`config.mk`:
```
export PLATFORM = sky130hd
export DESIGN_NAME = acw_top
export DESIGN_NICKNAME = d
export VERILOG_FILES = /design/src/logic/acw_pkg.sv /design/src/logic/acw_crc_if.sv /design/src/logic/acw_crc.sv /design/src/logic/acw_top.sv
export SDC_FILE = /design/constraint.sdc
export NUM_CORES = 1
export LEC_CHECK = 0
export BUFFER_PORTS_ARGS = -buffer_cell sky130_fd_sc_hd__buf_4
export CORE_MARGIN = 2
export CORE_UTILIZATION = 55
export DETAILED_ROUTE_END_ITERATION = 12
export PLACE_DENSITY = 0.71
export SYNTH_ARGS = -nofsm -noshare
export SYNTH_HDL_FRONTEND = slang
export SYNTH_SLANG_ARGS = --single-unit
```
`constraint.sdc`:
```
create_clock -name clk_sys -period 7.3 [get_ports clk_sys]
set_clock_uncertainty 0.1 [all_clocks]
set_input_delay 0.73 -clock clk_sys [delete_from_list [all_inputs] [get_ports clk_sys]]
set_output_delay 0.73 -clock clk_sys [all_outputs]
set_load 0.01 [all_outputs]
```
`src/logic/acw_pkg.sv`:
```
package acw_pkg;

	// ****************************************
	// Frame layout
	// ****************************************
	localparam logic [7:0] FUNC_WRITE_ONE = 8'h06;
	localparam logic [7:0] ADDR_BROADCAST = 8'h00;
	localparam logic [7:0] ADDR_OFFSET = 8'h01;
	localparam logic [3:0] FRAME_BYTES = 4'h8;
	localparam logic [3:0] IDX_SLAVE = 4'h0;
	localparam logic [3:0] IDX_FUNC = 4'h1;
	localparam logic [3:0] IDX_ADDR_HI = 4'h2;
	localparam logic [3:0] IDX_ADDR_LO = 4'h3;
	localparam logic [3:0] IDX_DATA_HI = 4'h4;
	localparam logic [3:0] IDX_DATA_LO = 4'h5;

	// ****************************************
	// Register map and fields
	// ****************************************
	localparam logic [15:0] REG_CTL_ONE = 16'h0d00;
	localparam logic [15:0] REG_CTL_TWO = 16'h0d01;
	localparam logic [15:0] REG_POS_NUM = 16'h0d03;
	localparam logic [15:0] REG_POS_MOVE = 16'h9800;
	localparam logic [15:0] REG_RESET = 16'h0000;
	localparam int BIT_SERVO = 12;
	localparam int BIT_HOME = 4;
	localparam int BIT_START = 3;

	// ****************************************
	// Check code
	// ****************************************
	localparam logic [15:0] CRC_INIT = 16'hffff;
	localparam logic [15:0] CRC_POLY = 16'ha001;
	localparam logic [15:0] CRC_RESIDUE = 16'h0000;

	// ****************************************
	// Timing
	// ****************************************
	localparam int CLK_HZ = 10_000_000;
	localparam int BAUD_DEFAULT = 9600;
	localparam int CHAR_BITS = 11;
	localparam int SILENT_CHARS_X10 = 35;
	localparam int BIT_CYC_DEFAULT = CLK_HZ / BAUD_DEFAULT;
	localparam int SILENT_CYC_DEFAULT = (BIT_CYC_DEFAULT * CHAR_BITS * SILENT_CHARS_X10 + 9) / 10;

	typedef enum logic [3:0] {
		ST_IDLE = 4'b0001,
		ST_RECV = 4'b0010,
		ST_CHECK = 4'b0100,
		ST_SEND = 4'b1000
	} acw_state_t;

endpackage : acw_pkg

```
`src/logic/acw_crc_if.sv`:
```
`timescale 1ns/10ps
`default_nettype none
interface acw_crc_if;
	logic clr;
	logic en;
	logic [7:0] data;
	logic [15:0] crc;
	modport user(output clr, output en, output data, input crc);
	modport engine(input clr, input en, input data, output crc);
endinterface : acw_crc_if
`default_nettype wire

```
`src/logic/acw_crc.sv`:
```
`timescale 1ns/10ps
`default_nettype none
module acw_crc
	import acw_pkg::*;
(
	input wire logic clk_sys,
	input wire logic nrst,
	acw_crc_if.engine crc_port
);

	function automatic logic [15:0] acw_crc_byte(input logic [15:0] c, input logic [7:0] d);
		logic [15:0] r;
		r = c ^ {8'h00, d};
		for (int i = 0; i < 8; i++)
		begin
			r = r[0] ? ((r >> 1) ^ CRC_POLY) : (r >> 1);
		end
		return r;
	endfunction : acw_crc_byte

	logic [15:0] crc_ff;
	wire logic [15:0] seed = crc_port.clr ? CRC_INIT : crc_ff;
	wire logic [15:0] nxt_crc = crc_port.en ? acw_crc_byte(seed, crc_port.data) : seed;

	always_ff @(posedge clk_sys or negedge nrst)
	begin
		if (!nrst)
			crc_ff <= CRC_INIT;
		else
			crc_ff <= nxt_crc;
	end

	assign crc_port.crc = crc_ff;

endmodule : acw_crc
`default_nettype wire

```
`src/logic/acw_top.sv`:
```
`timescale 1ns/10ps
`default_nettype none
module acw_top
	import acw_pkg::*;
#(
	parameter int BIT_CYC = BIT_CYC_DEFAULT,
	parameter int SILENT_CYC = SILENT_CYC_DEFAULT
)
(
	input wire logic clk_sys,
	input wire logic nrst,
	input wire logic serial_rx,
	output logic serial_tx,
	input wire logic [3:0] axis_number,
	input wire logic parallel_io_switch_state,
	input wire logic [15:0] parallel_io_ctl,
	input wire logic [15:0] parallel_io_pos,
	output logic [15:0] device_control_one,
	output logic [15:0] device_control_two,
	output logic [15:0] position_select,
	output logic [15:0] position_movement,
	output logic servo_on,
	output logic home_request,
	output logic move_start,
	output logic [15:0] move_position
);

	// ****************************************
	// Pin synchronisers
	// ****************************************
	localparam int SYNC_W = 38;
	// Line idle high, switch and pins low: a preset of ones would copy all-ones pins and fake a strobe rise
	localparam logic [SYNC_W-1:0] SYNC_RST = {1'b1, {(SYNC_W-1){1'b0}}};
	logic [SYNC_W-1:0] sync1_ff;
	logic [SYNC_W-1:0] sync2_ff;

	always_ff @(posedge clk_sys or negedge nrst)
	begin
		if (!nrst)
		begin
			sync1_ff <= SYNC_RST;
			sync2_ff <= SYNC_RST;
		end
		else
		begin
			sync1_ff <= {serial_rx, parallel_io_switch_state, axis_number, parallel_io_ctl, parallel_io_pos};
			sync2_ff <= sync1_ff;
		end
	end

	wire logic rx_line = sync2_ff[37];
	// Switch high selects parallel commands
	wire logic par_mode = sync2_ff[36];
	wire logic [3:0] axis_sync = sync2_ff[35:32];
	wire logic [15:0] par_ctl = sync2_ff[31:16];
	wire logic [15:0] par_pos = sync2_ff[15:0];

	// ****************************************
	// Receiver
	// ****************************************
	logic rx_busy_ff;
	logic [15:0] rx_tick_ff;
	logic [3:0] rx_bit_ff;
	logic [7:0] rx_shift_ff;
	logic rx_vld_ff;

	wire logic rx_tick_zero = rx_tick_ff == 16'h0000;
	wire logic rx_start = !rx_busy_ff && !rx_line;

	always_ff @(posedge clk_sys or negedge nrst)
	begin
		if (!nrst)
		begin
			rx_busy_ff <= 1'b0;
			rx_tick_ff <= 16'h0000;
			rx_bit_ff <= 4'h0;
			rx_shift_ff <= 8'h00;
			rx_vld_ff <= 1'b0;
		end
		else
		begin
			rx_vld_ff <= 1'b0;
			if (rx_start)
			begin
				// Sample mid-bit to ride out edge jitter
				rx_busy_ff <= 1'b1;
				rx_tick_ff <= 16'(BIT_CYC / 2);
				rx_bit_ff <= 4'h0;
			end
			else if (rx_busy_ff && !rx_tick_zero)
				rx_tick_ff <= rx_tick_ff - 16'h0001;
			else if (rx_busy_ff)
			begin
				rx_tick_ff <= 16'(BIT_CYC - 1);
				rx_bit_ff <= rx_bit_ff + 4'h1;
				if (rx_bit_ff == 4'h0 && rx_line)
					rx_busy_ff <= 1'b0;
				else if (rx_bit_ff == 4'h9)
				begin
					rx_busy_ff <= 1'b0;
					rx_vld_ff <= rx_line;
				end
				else if (rx_bit_ff != 4'h0)
					rx_shift_ff <= {rx_line, rx_shift_ff[7:1]};
			end
		end
	end

	// ****************************************
	// Transmitter
	// ****************************************
	logic tx_busy_ff;
	logic [15:0] tx_tick_ff;
	logic [3:0] tx_bits_ff;
	logic [8:0] tx_shift_ff;
	logic tx_pin_ff;
	logic [3:0] tx_idx_ff;
	acw_state_t state_ff;
	logic [7:0] frame_ff [FRAME_BYTES];

	wire logic tx_load = state_ff == ST_SEND && !tx_busy_ff && tx_idx_ff != FRAME_BYTES;
	wire logic tx_tick_zero = tx_tick_ff == 16'h0000;

	always_ff @(posedge clk_sys or negedge nrst)
	begin
		if (!nrst)
		begin
			tx_busy_ff <= 1'b0;
			tx_tick_ff <= 16'h0000;
			tx_bits_ff <= 4'h0;
			tx_shift_ff <= 9'h1ff;
			tx_pin_ff <= 1'b1;
		end
		else if (tx_load)
		begin
			tx_busy_ff <= 1'b1;
			tx_tick_ff <= 16'(BIT_CYC - 1);
			tx_bits_ff <= 4'h9;
			tx_shift_ff <= {1'b1, frame_ff[tx_idx_ff[2:0]]};
			tx_pin_ff <= 1'b0;
		end
		else if (tx_busy_ff && !tx_tick_zero)
			tx_tick_ff <= tx_tick_ff - 16'h0001;
		else if (tx_busy_ff)
		begin
			tx_tick_ff <= 16'(BIT_CYC - 1);
			if (tx_bits_ff == 4'h0)
				tx_busy_ff <= 1'b0;
			else
			begin
				tx_pin_ff <= tx_shift_ff[0];
				tx_shift_ff <= {1'b1, tx_shift_ff[8:1]};
				tx_bits_ff <= tx_bits_ff - 4'h1;
			end
		end
	end

	// ****************************************
	// Silent interval timer
	// ****************************************
	logic [19:0] sil_ff;
	logic quiet_ff;

	// Own transmission also restarts the silence, so replies get their gap too
	wire logic line_busy = rx_busy_ff || !rx_line || tx_busy_ff;
	wire logic sil_hit = sil_ff == 20'(SILENT_CYC);

	always_ff @(posedge clk_sys or negedge nrst)
	begin
		if (!nrst)
			sil_ff <= 20'h00000;
		else if (line_busy)
			sil_ff <= 20'h00000;
		else if (!sil_hit)
			sil_ff <= sil_ff + 20'h00001;
	end

	// ****************************************
	// Frame collection and check
	// ****************************************
	logic [3:0] cnt_ff;
	logic over_ff;
	acw_crc_if crc_bus();

	acw_crc u_crc
	(
		.clk_sys(clk_sys),
		.nrst(nrst),
		.crc_port(crc_bus.engine)
	);

	wire logic frame_begin = state_ff == ST_IDLE && rx_vld_ff && quiet_ff;
	wire logic frame_room = cnt_ff != FRAME_BYTES;
	wire logic store_byte = frame_begin || (state_ff == ST_RECV && rx_vld_ff && frame_room);
	wire logic [3:0] store_idx = frame_begin ? 4'h0 : cnt_ff;

	assign crc_bus.clr = frame_begin;
	assign crc_bus.en = store_byte;
	assign crc_bus.data = rx_shift_ff;

	wire logic [7:0] own_addr = {4'h0, axis_sync} + ADDR_OFFSET;
	wire logic [7:0] slave_byte = frame_ff[IDX_SLAVE[2:0]];
	wire logic [15:0] wr_addr = {frame_ff[IDX_ADDR_HI[2:0]], frame_ff[IDX_ADDR_LO[2:0]]};
	wire logic [15:0] wr_data = {frame_ff[IDX_DATA_HI[2:0]], frame_ff[IDX_DATA_LO[2:0]]};
	wire logic is_bcast = slave_byte == ADDR_BROADCAST;
	wire logic slave_ok = slave_byte == own_addr || is_bcast;
	wire logic len_ok = cnt_ff == FRAME_BYTES && !over_ff;
	wire logic crc_ok = crc_bus.crc == CRC_RESIDUE;
	wire logic func_ok = frame_ff[IDX_FUNC[2:0]] == FUNC_WRITE_ONE;
	wire logic hit_one = wr_addr == REG_CTL_ONE;
	wire logic hit_two = wr_addr == REG_CTL_TWO;
	wire logic hit_num = wr_addr == REG_POS_NUM;
	wire logic hit_move = wr_addr == REG_POS_MOVE;
	wire logic addr_ok = hit_one || hit_two || hit_num || hit_move;
	// Parallel mode turns a serial write into an invalid one
	wire logic wr_ok = state_ff == ST_CHECK && len_ok && crc_ok && func_ok && slave_ok && addr_ok && !par_mode;
	// Invalid queries and broadcasts get silence, never an echo
	wire logic do_reply = wr_ok && !is_bcast;

	always_ff @(posedge clk_sys)
	begin
		if (store_byte)
			frame_ff[store_idx[2:0]] <= rx_shift_ff;
	end

	always_ff @(posedge clk_sys or negedge nrst)
	begin
		if (!nrst)
		begin
			state_ff <= ST_IDLE;
			cnt_ff <= 4'h0;
			over_ff <= 1'b0;
			quiet_ff <= 1'b0;
			tx_idx_ff <= 4'h0;
		end
		else
		begin
			unique case (state_ff)
				ST_IDLE:
				begin
					if (sil_hit)
						quiet_ff <= 1'b1;
					if (frame_begin)
					begin
						state_ff <= ST_RECV;
						cnt_ff <= 4'h1;
						over_ff <= 1'b0;
						quiet_ff <= 1'b0;
					end
				end
				ST_RECV:
				begin
					if (rx_vld_ff && frame_room)
						cnt_ff <= cnt_ff + 4'h1;
					else if (rx_vld_ff)
						over_ff <= 1'b1;
					if (sil_hit)
						state_ff <= ST_CHECK;
				end
				ST_CHECK:
				begin
					tx_idx_ff <= 4'h0;
					quiet_ff <= !do_reply;
					state_ff <= do_reply ? ST_SEND : ST_IDLE;
				end
				ST_SEND:
				begin
					if (tx_load)
						tx_idx_ff <= tx_idx_ff + 4'h1;
					else if (!tx_busy_ff && tx_idx_ff == FRAME_BYTES)
						state_ff <= ST_IDLE;
				end
			endcase
		end
	end

	// ****************************************
	// Control command registers
	// ****************************************
	logic [15:0] ctl_one_ff;
	logic [15:0] ctl_two_ff;
	logic [15:0] pos_num_ff;
	logic [15:0] pos_move_ff;
	logic home_ff;
	logic start_ff;
	logic [15:0] move_pos_ff;

	wire logic wr_one = wr_ok && hit_one;
	wire logic wr_move = wr_ok && hit_move;
	wire logic [15:0] nxt_ctl_one = par_mode ? par_ctl : (wr_one ? wr_data : ctl_one_ff);
	wire logic [15:0] nxt_ctl_two = (wr_ok && hit_two) ? wr_data : ctl_two_ff;
	wire logic [15:0] nxt_pos_num = par_mode ? par_pos : ((wr_ok && hit_num) ? wr_data : pos_num_ff);
	wire logic [15:0] nxt_pos_move = wr_move ? wr_data : pos_move_ff;
	// A serial write re-arms home each time; parallel inputs need a rising bit
	wire logic home_written = wr_one || (par_mode && !ctl_one_ff[BIT_HOME]);
	// Servo must already be on before this write for home to count
	wire logic nxt_home = home_written && nxt_ctl_one[BIT_HOME] && ctl_one_ff[BIT_SERVO] && nxt_ctl_one[BIT_SERVO];
	wire logic strobe_rise = !ctl_one_ff[BIT_START] && nxt_ctl_one[BIT_START];
	wire logic nxt_start = strobe_rise || wr_move;
	wire logic [15:0] nxt_move_pos = wr_move ? wr_data : (strobe_rise ? nxt_pos_num : move_pos_ff);

	always_ff @(posedge clk_sys or negedge nrst)
	begin
		if (!nrst)
		begin
			ctl_one_ff <= REG_RESET;
			ctl_two_ff <= REG_RESET;
			pos_num_ff <= REG_RESET;
			pos_move_ff <= REG_RESET;
			home_ff <= 1'b0;
			start_ff <= 1'b0;
			move_pos_ff <= REG_RESET;
		end
		else
		begin
			ctl_one_ff <= nxt_ctl_one;
			ctl_two_ff <= nxt_ctl_two;
			pos_num_ff <= nxt_pos_num;
			pos_move_ff <= nxt_pos_move;
			home_ff <= nxt_home;
			start_ff <= nxt_start;
			move_pos_ff <= nxt_move_pos;
		end
	end

	assign serial_tx = tx_pin_ff;
	assign device_control_one = ctl_one_ff;
	assign device_control_two = ctl_two_ff;
	assign position_select = pos_num_ff;
	assign position_movement = pos_move_ff;
	assign servo_on = ctl_one_ff[BIT_SERVO];
	assign home_request = home_ff;
	assign move_start = start_ff;
	assign move_position = move_pos_ff;

endmodule : acw_top
`default_nettype wire

```
# After elaboration in Yosys (flattened, before gate mapping)
# Memory sizes are Yosys's and may differ from the RTL's.
# Cells that the tools add are included.
totals:
  ff_bits: 269
  latchBits: 0
  mem_bits_rw: 64
  mem_bits_ro: 0
  in_bits: 40
  n_memories: 1
mem_list:
  columns: ["memory", "depth", "width", "rd", "rd_clocked_by_memory_dff", "write_ports", "line", "text"]
  rows:
  - ["frame_ff", 8, 8, 7, 0, 1, "acw_top.sv:119", "logic [7:0] frame_ff [FRAME_BYTES];"]
op_classes:
  n_addsub: 8
  n_mul: 0
  div_mod_pow: 0
  order_cmp: 0
  n_eq_ne: 29
  shift: 0
  muxes: 74
  bitwise_logic: 13
  reduce_logical: 73
op_table:
  columns: ["op", "count"]
  rows:
  - ["16-bit 2-to-1 mux", 22]
  - ["4-bit 2-to-1 mux", 15]
  - ["16-bit by 12-bit == test with 1-bit output, second input constant", 3]
  - ["16-bit logical NOT", 3]
  - ["20-bit 2-to-1 mux", 2]
  - ["9-bit 2-to-1 mux", 4]
  - ["16-bit by 1-bit subtractor with 16-bit output, second input constant", 2]
  - ["1-bit logical AND", 29]
  - ["1-bit 2-to-1 mux", 25]
  - ["2-bit inverter with 3-bit output", 8]
  - ["20-bit by 1-bit adder with 20-bit output, second input constant", 1]
  - ["20-bit by 16-bit == test with 1-bit output, second input constant", 1]
  - ["2-bit != test, second input constant", 10]
  - ["16-bit == test, second input constant", 1]
  - ["4-bit == test, second input constant", 4]
  - ["4-bit one-hot mux with 2 select lines", 2]
  - ["4-bit one-hot mux with 4 select lines", 1]
  - ["16-bit by 8-bit bitwise XOR with 16-bit output", 1]
  - ["2-bit nonzero test", 7]
  - ["4-bit by 1-bit adder with 4-bit output, second input constant", 3]
  - ["1-bit logical NOT", 11]
  - ["1-bit logical OR", 9]
  - ["8-bit by 3-bit == test with 1-bit output, second input constant", 1]
  - ["8-bit by 5-bit == test with 1-bit output", 1]
  - ["other kinds (19)", 31]

# Depth between registers and ports, before layout
logic_depth:
  word_depth: 22
  mapped_depth: 11
  ltp_nobuf: 9

# Modules after synthesis
# From an unflattened synthesis, not the netlist that was laid out.
unflattened:
  cells_unflattened: 1125
  hier_area_um2: 14282.4
by_module_without_submodules:
  columns: ["module", "instances", "cells_per_inst", "area_each_um2"]
  rows:
  - ["acw_top", 1, 1012, 13223.9]
  - ["acw_crc", 1, 113, 1058.5]

# Worst setup path before layout
# No wires, ideal clock.
synth_path:
  kind: "flip-flop to flip-flop"
  from: "register state_ff[3]"
  to: "memory frame_ff[0][0], enable pin"
  setup_ns: 0.398
  arrival_time_ns: 2.657
  slack_ns: 4.145
  path_stages_with_launch: 7
  path_buffers: 2
  period_less_slack_ns: 3.155
  cell_sequence: "dfrtp_1 -> nor4b_1 -> nand2_1 -> or2_2 -> clkbuf_1 -> clkbuf_1 -> o41ai_1"
synth_via:
  elab_chain_len: 6
synth_rtl:
  columns: ["element", "line", "text"]
  rows:
  - ["start: declaration", "acw_top.sv:118", "acw_state_t state_ff;"]
  - ["start signal: assignment", "acw_top.sv:264", "state_ff <= do_reply ? ST_SEND : ST_IDLE;"]
  - ["4-bit by 1-bit == test with 1-bit output or 4-bit by 2-bit == test with 1-bit output (tied branches)", "acw_top.sv:192, acw_top.sv:194", null]
  - ["1-bit logical AND, on equally long branches (2 in series)", "acw_top.sv:192, acw_top.sv:194", null]
  - ["1-bit logical OR", "acw_top.sv:194", "wire logic store_byte = frame_begin || (state_ff == ST_RECV && rx_vld_ff && frame_room);"]
  - ["1-bit 2-to-1 mux", "acw_top.sv:222", "if (store_byte)"]
  - ["1-bit 2-to-1 mux (implied by the code)", "acw_top.sv:223", "frame_ff[store_idx[2:0]] <= rx_shift_ff;"]
  - ["end: declaration", "acw_top.sv:119", null]
# Parallel ways exist; a longest one is shown, timed or not.

# Worst setup path after layout
layout_path:
  from: "register state_ff[1]"
  to: "register ctl_one_ff[0], in the netlist device_control_one[0]"
layout_via:
  elab_chain_len: 9
layout_rtl:
  columns: ["element", "line", "text"]
  rows:
  - ["4-bit by 3-bit == test with 1-bit output", "acw_top.sv:216", "wire logic wr_ok = state_ff == ST_CHECK && len_ok && crc_ok && func_ok && slave_ok && addr_ok && !par_mode;"]
  - ["1-bit logical AND (6 in series)", "acw_top.sv:216", null]
  - ["1-bit logical AND", "acw_top.sv:288", "wire logic wr_one = wr_ok && hit_one;"]
  - ["2-bit nonzero test (no source line)", null, null]
  - ["end signal: assignment", "acw_top.sv:316", "ctl_one_ff <= nxt_ctl_one;"]
  - ["end: declaration", "acw_top.sv:280", "logic [15:0] ctl_one_ff;"]
# Every way passes these cells.
# A chain may end at the register's enable or synchronous reset.

==> flow_results.org <==
** Floorplanning
- Total I/O pin count :: 124
- Die outline width :: around 160 um
- Std-Cell Rows :: 58
- The die is approximately 160 um tall.
- The initial utilization of the core area, before any placement, comes to 0.5621.
- Area enclosed by the die boundary :: 0.02719 sq mm
- Core region area :: 0.02533 sq mm

** Worst setup path
- Counting both buffers and inverters, the worst setup path holds a total of 0.
- Reg2Reg Launch Point :: state_ff[1]$_DFFE_PN0P_
- In this run the worst setup path begins at state_ff[1]$_DFFE_PN0P_.
- Data arrival time at the worst-slack endpoint :: approximately 3.7 ns
- Grouping stages by cell kind, the critical path spends the most delay in simple AND/OR/NAND/NOR gates.
- Worst Setup Path Type :: reg2reg
- STA classifies the critical path startpoint as a flop.
- On the worst path, the slowest cell contributes a delay of 0.82 ns.
- Data required time of the critical path :: 7.60 ns
- Critical Path Fanout Max :: 13
- Cell Chain, Critical Path :: nor4b_2, nand4_1, nor3_2, o2111a_1, nor2_1, a21o_1
- Reg-to-Reg End :: device_control_one[0]$_DFFE_PN0P_
- Counting cells, the worst reg-to-reg path comes to 6.
- For flop-to-flop paths, the worst setup slack is slightly below 4 ns.
- Slowest cell on crit path :: nor4b_2
- STA classifies the critical path endpoint as a flop.

** Routing
- Routed signal wires occupy layers up through met4.
- Drt total wl :: 33.19 mm
- M1 WL :: 14.86 mm
- Amount of wire on met2 after detailed routing :: 15.54 mm
- Dividing the detail-routed via count by the number of cells gives around 5.9.
- Routed wire length per instance :: 20.30 um
- Remaining antenna violation count after routing :: 0
- Drt pass-1 iters :: 5
- Drt first-iter violations :: 708
- DRC violation count after routing :: 0
- Met3 Wirelength :: 2.084 mm
- Summing over every cut layer, the via total after detailed routing is 9651.

** Synthesis
- Synthesized area per cell :: 12.28 sq um
- After synthesis, the share of flip-flops with an asynchronous set or reset is 0.8072.
- Netlist area before placement :: 0.01424 sq mm
- For this run, the register share of the synthesized area comes to 0.6085.
- Dominant register cell in the synthesized netlist :: dfrtp_1
- Summed over all instances, the cell type with the most area after synthesis is dfrtp_1.
- Area fraction of the dominant cell type after synthesis :: 0.4218
- The synthesized design contains 64 enable-type register cells.
- Synth top area cells :: dfrtp_1, edfxtp_1, dfstp_2
- After synthesis, the netlist uses 65 different library cells.
- Counting every net in the synthesized netlist gives 1213.
- Gate count after technology mapping :: 1159
- Warnings from Yosys :: 0
- In this run, synthesis produced a sequential element count of roughly 330.

** Power
- After layout, the design draws a total of 0.004027 W.
- The analysis attributes to net switching a power of around 0.00087 W.
- Of the total power, combinational logic draws 0.047.
- IR drop worst, VDD :: 202.9 uV
- Cell internal power was estimated by the tool at 0.003154 W.
- Of the total power, registers draw 0.490.
- Power per cell area :: 241.3 mW/mm^2
- Proportion of power drawn by the clock network :: 0.463
- Switch share :: 0.2168
- Leakage dissipation :: a little over 7 nW

** Clocking
- TritonCTS created 36 clock buffers.
- Clock-pin slew of the registers on the worst-case setup and hold paths :: 0.06 ns
- Deepest level of the CTS H-tree :: 2
- TritonCTS built the clock tree.
- CTS resizes :: 0
- Buffers inserted to repair hold after CTS numbered 0.
- The number of setup buffers added after CTS is 0.
- Root buffer cell :: clkbuf_16
- Sink Count :: 332
- The clock passes through at most 3 buffers.
- The clock reaches the later pin of the worst-skew pair after 0.53 ns.

** Placed design
- The congestion estimate from routability-driven global placement came to 0.9001.
- Once detailed placement completed, the half-perimeter wirelength came to 21.82 mm.
- In this run the tool buffered the top-level ports with 123 buffer cells.
- Placed cell area :: 0.01546 sq mm
- Total instance count after detailed placement :: between 1500 and 2000

** STA
- Max Clock Freq :: approximately 0.3 GHz
- Worst hold slack across all endpoints :: 0.1062 ns
- The final number of hold-violating endpoints is 0.
- Number of setup violations in the final report :: 0
- Min Clock Period, post-route :: 3.346 ns
- Setup repair after global routing missed its margin :: no
- Worst rel slew slack :: 0.2456
- Slew at the pin with the worst max-slew slack :: about 1.1 ns
- Post-route fraction of the period consumed by the critical path :: 0.4584
- Summed over all failing endpoints, the final setup total negative slack is 0 ns.
- Max-slew violation count :: 0

** Final layout
- Cell Count, Final, Fillers Out :: 1635
- Filler cell count :: 1890
- Summing all flip-flop and latch instances after layout gives between 0.008 and 0.009 sq mm.
- Leaving out fill and tap cells, the most frequent cell in the layout is dfrtp_1.
- The multi-input combinational cells in the finished layout cover a total of 0.005263 sq mm.
- Number of antenna diodes :: 0
- Area grow syn2layout :: 17.22%
- In the layout the commonest cells are dfrtp_1, buf_4, nand2_1.
- In the final design database the tool counted 1331 nets.
- Of the cells placed in the final design, the portion with a size suffix greater than 1 is 0.2230.
- Summing all non-filler instances in the final layout gives an area of 0.01669 sq mm.

** Job
- Max Cap Violations :: 0

** Global routing
- The first global-routing pass estimated 51.80 mm of wire.
- Global routing finished with a remaining overflow of 0.
- The number of global-route vias before repair is 9331.
- The number of antenna violations at the first check in global routing came to 0.
- Pin count of the biggest net entering global routing :: 179
- In the global route stage, overall resource usage came out at 0.2473.

** Hold path
- Worst hold-check path type :: in2async

** Status
- The flow ran to the end, and the final reports show no timing, DRC or antenna violations.
[cell families after synthesis]
kind of cell	Yosys count	synth area share
and+or+nand+nor	349	0.1236
DFF	332	0.6085
AOI/OAI and AO/OA	229	0.1044
muxes	101	0.09140
buffers and inverters	77	0.02188
xor gates and xnor gates	57	0.03796
adders and majority gates	14	0.01230
[power groups by stage]
stage	Sequential (W)	Combinational, W	Clock [W]
after detailed placement	0.00201	0.000193	0
after global routing	0.00198	0.000211	0.00197
after floorplan	0.00201	0.0000612	0
after global placement	0.00201	0.000190	0
after CTS	0.00197	0.000194	0.00189
final	0.00198	0.000190	0.00186
[layer usage]
metal	vias to the layer above	track usage
met3	50	0.04194
met5	-	0
li1	4441	-
met4	0	0.06957
met1	4843	0.3657
met2	317	0.3815
[registers in the layout, indices dropped and copies added (netlist names), 4 cells and up]
name                count
cnt_ff                  4
crc_bus.data            8
device_control_one     16
device_control_two     16
frame_ff               64
move_position          16
position_movement      16
position_select        16
rx_bit_ff               4
rx_tick_ff             16
sil_ff                 20
state_ff                4
sync1_ff               38
sync2_ff               38
tx_bits_ff              4
tx_idx_ff               4
tx_shift_ff             8
tx_tick_ff             16
u_crc.crc_port.crc     16
[worst max-delay path by stage]
stage	to	slack (ns)	depth (start not counted)
after floorplan	frame_ff[0][0]$_DFFE_PP_	4.15	6
after global placement	device_control_one[11]$_DFFE_PN0P_	4.13	6
after detailed placement	device_control_one[0]$_DFFE_PN0P_	4.05	6
after CTS	device_control_one[0]$_DFFE_PN0P_	4.01	6
after global routing	device_control_one[0]$_DFFE_PN0P_	3.71	6
final	device_control_one[0]$_DFFE_PN0P_	3.95	6
[area by class of cell]
| type | count | area share |
|---|---|---|
| clock inverter | 14 | 0.01050 |
| tap | 330 | 0.02474 |
| inverter | 21 | 0.004723 |
| clock buffer | 52 | 0.06313 |
| sequential | 332 | 0.5192 |
| timing repair buffer | 136 | 0.06238 |
| multi-input combinational | 750 | 0.3153 |
[synth_stat cells, drive strengths merged, types with 3 or more instances]
| master | count |
|---|---|
| mux2i | 43 |
| a21boi | 13 |
| inv | 21 |
| nand2b | 6 |
| xnor3 | 3 |
| edfxtp | 64 |
| and2 | 6 |
| nand2 | 108 |
| o31ai | 7 |
| a21o | 16 |
| a31oi | 6 |
| nor2 | 73 |
| dfstp | 28 |
| a22oi | 5 |
| buf | 11 |
| mux2 | 42 |
| clkbuf | 45 |
| or4 | 3 |
| o21ai | 83 |
| or3 | 5 |
| nand3 | 23 |
| xor2 | 31 |
| and3 | 8 |
| a22o | 16 |
| nor4bb | 3 |
| xnor2 | 23 |
| nand3b | 5 |
| nor4b | 8 |
| o31a | 3 |
| nor2b | 19 |
| nor4 | 23 |
| dfrtp | 240 |
| a2bb2oi | 14 |
| nor3 | 31 |
| mux4 | 16 |
| ha | 14 |
| and3b | 5 |
| a21oi | 39 |
| o22ai | 11 |
| nand4 | 15 |
| o211ai | 3 |
| o41ai | 3 |
[metrics by stage]
stage	util	setup slack (ns)
final	0.6589	3.954
after global routing	0.6589	3.710
after CTS	0.6589	4.006
after detailed placement	0.6104	4.050
after global placement	0.6104	4.129
after floorplan	-	4.145
(Power assumes the default switching activity.)
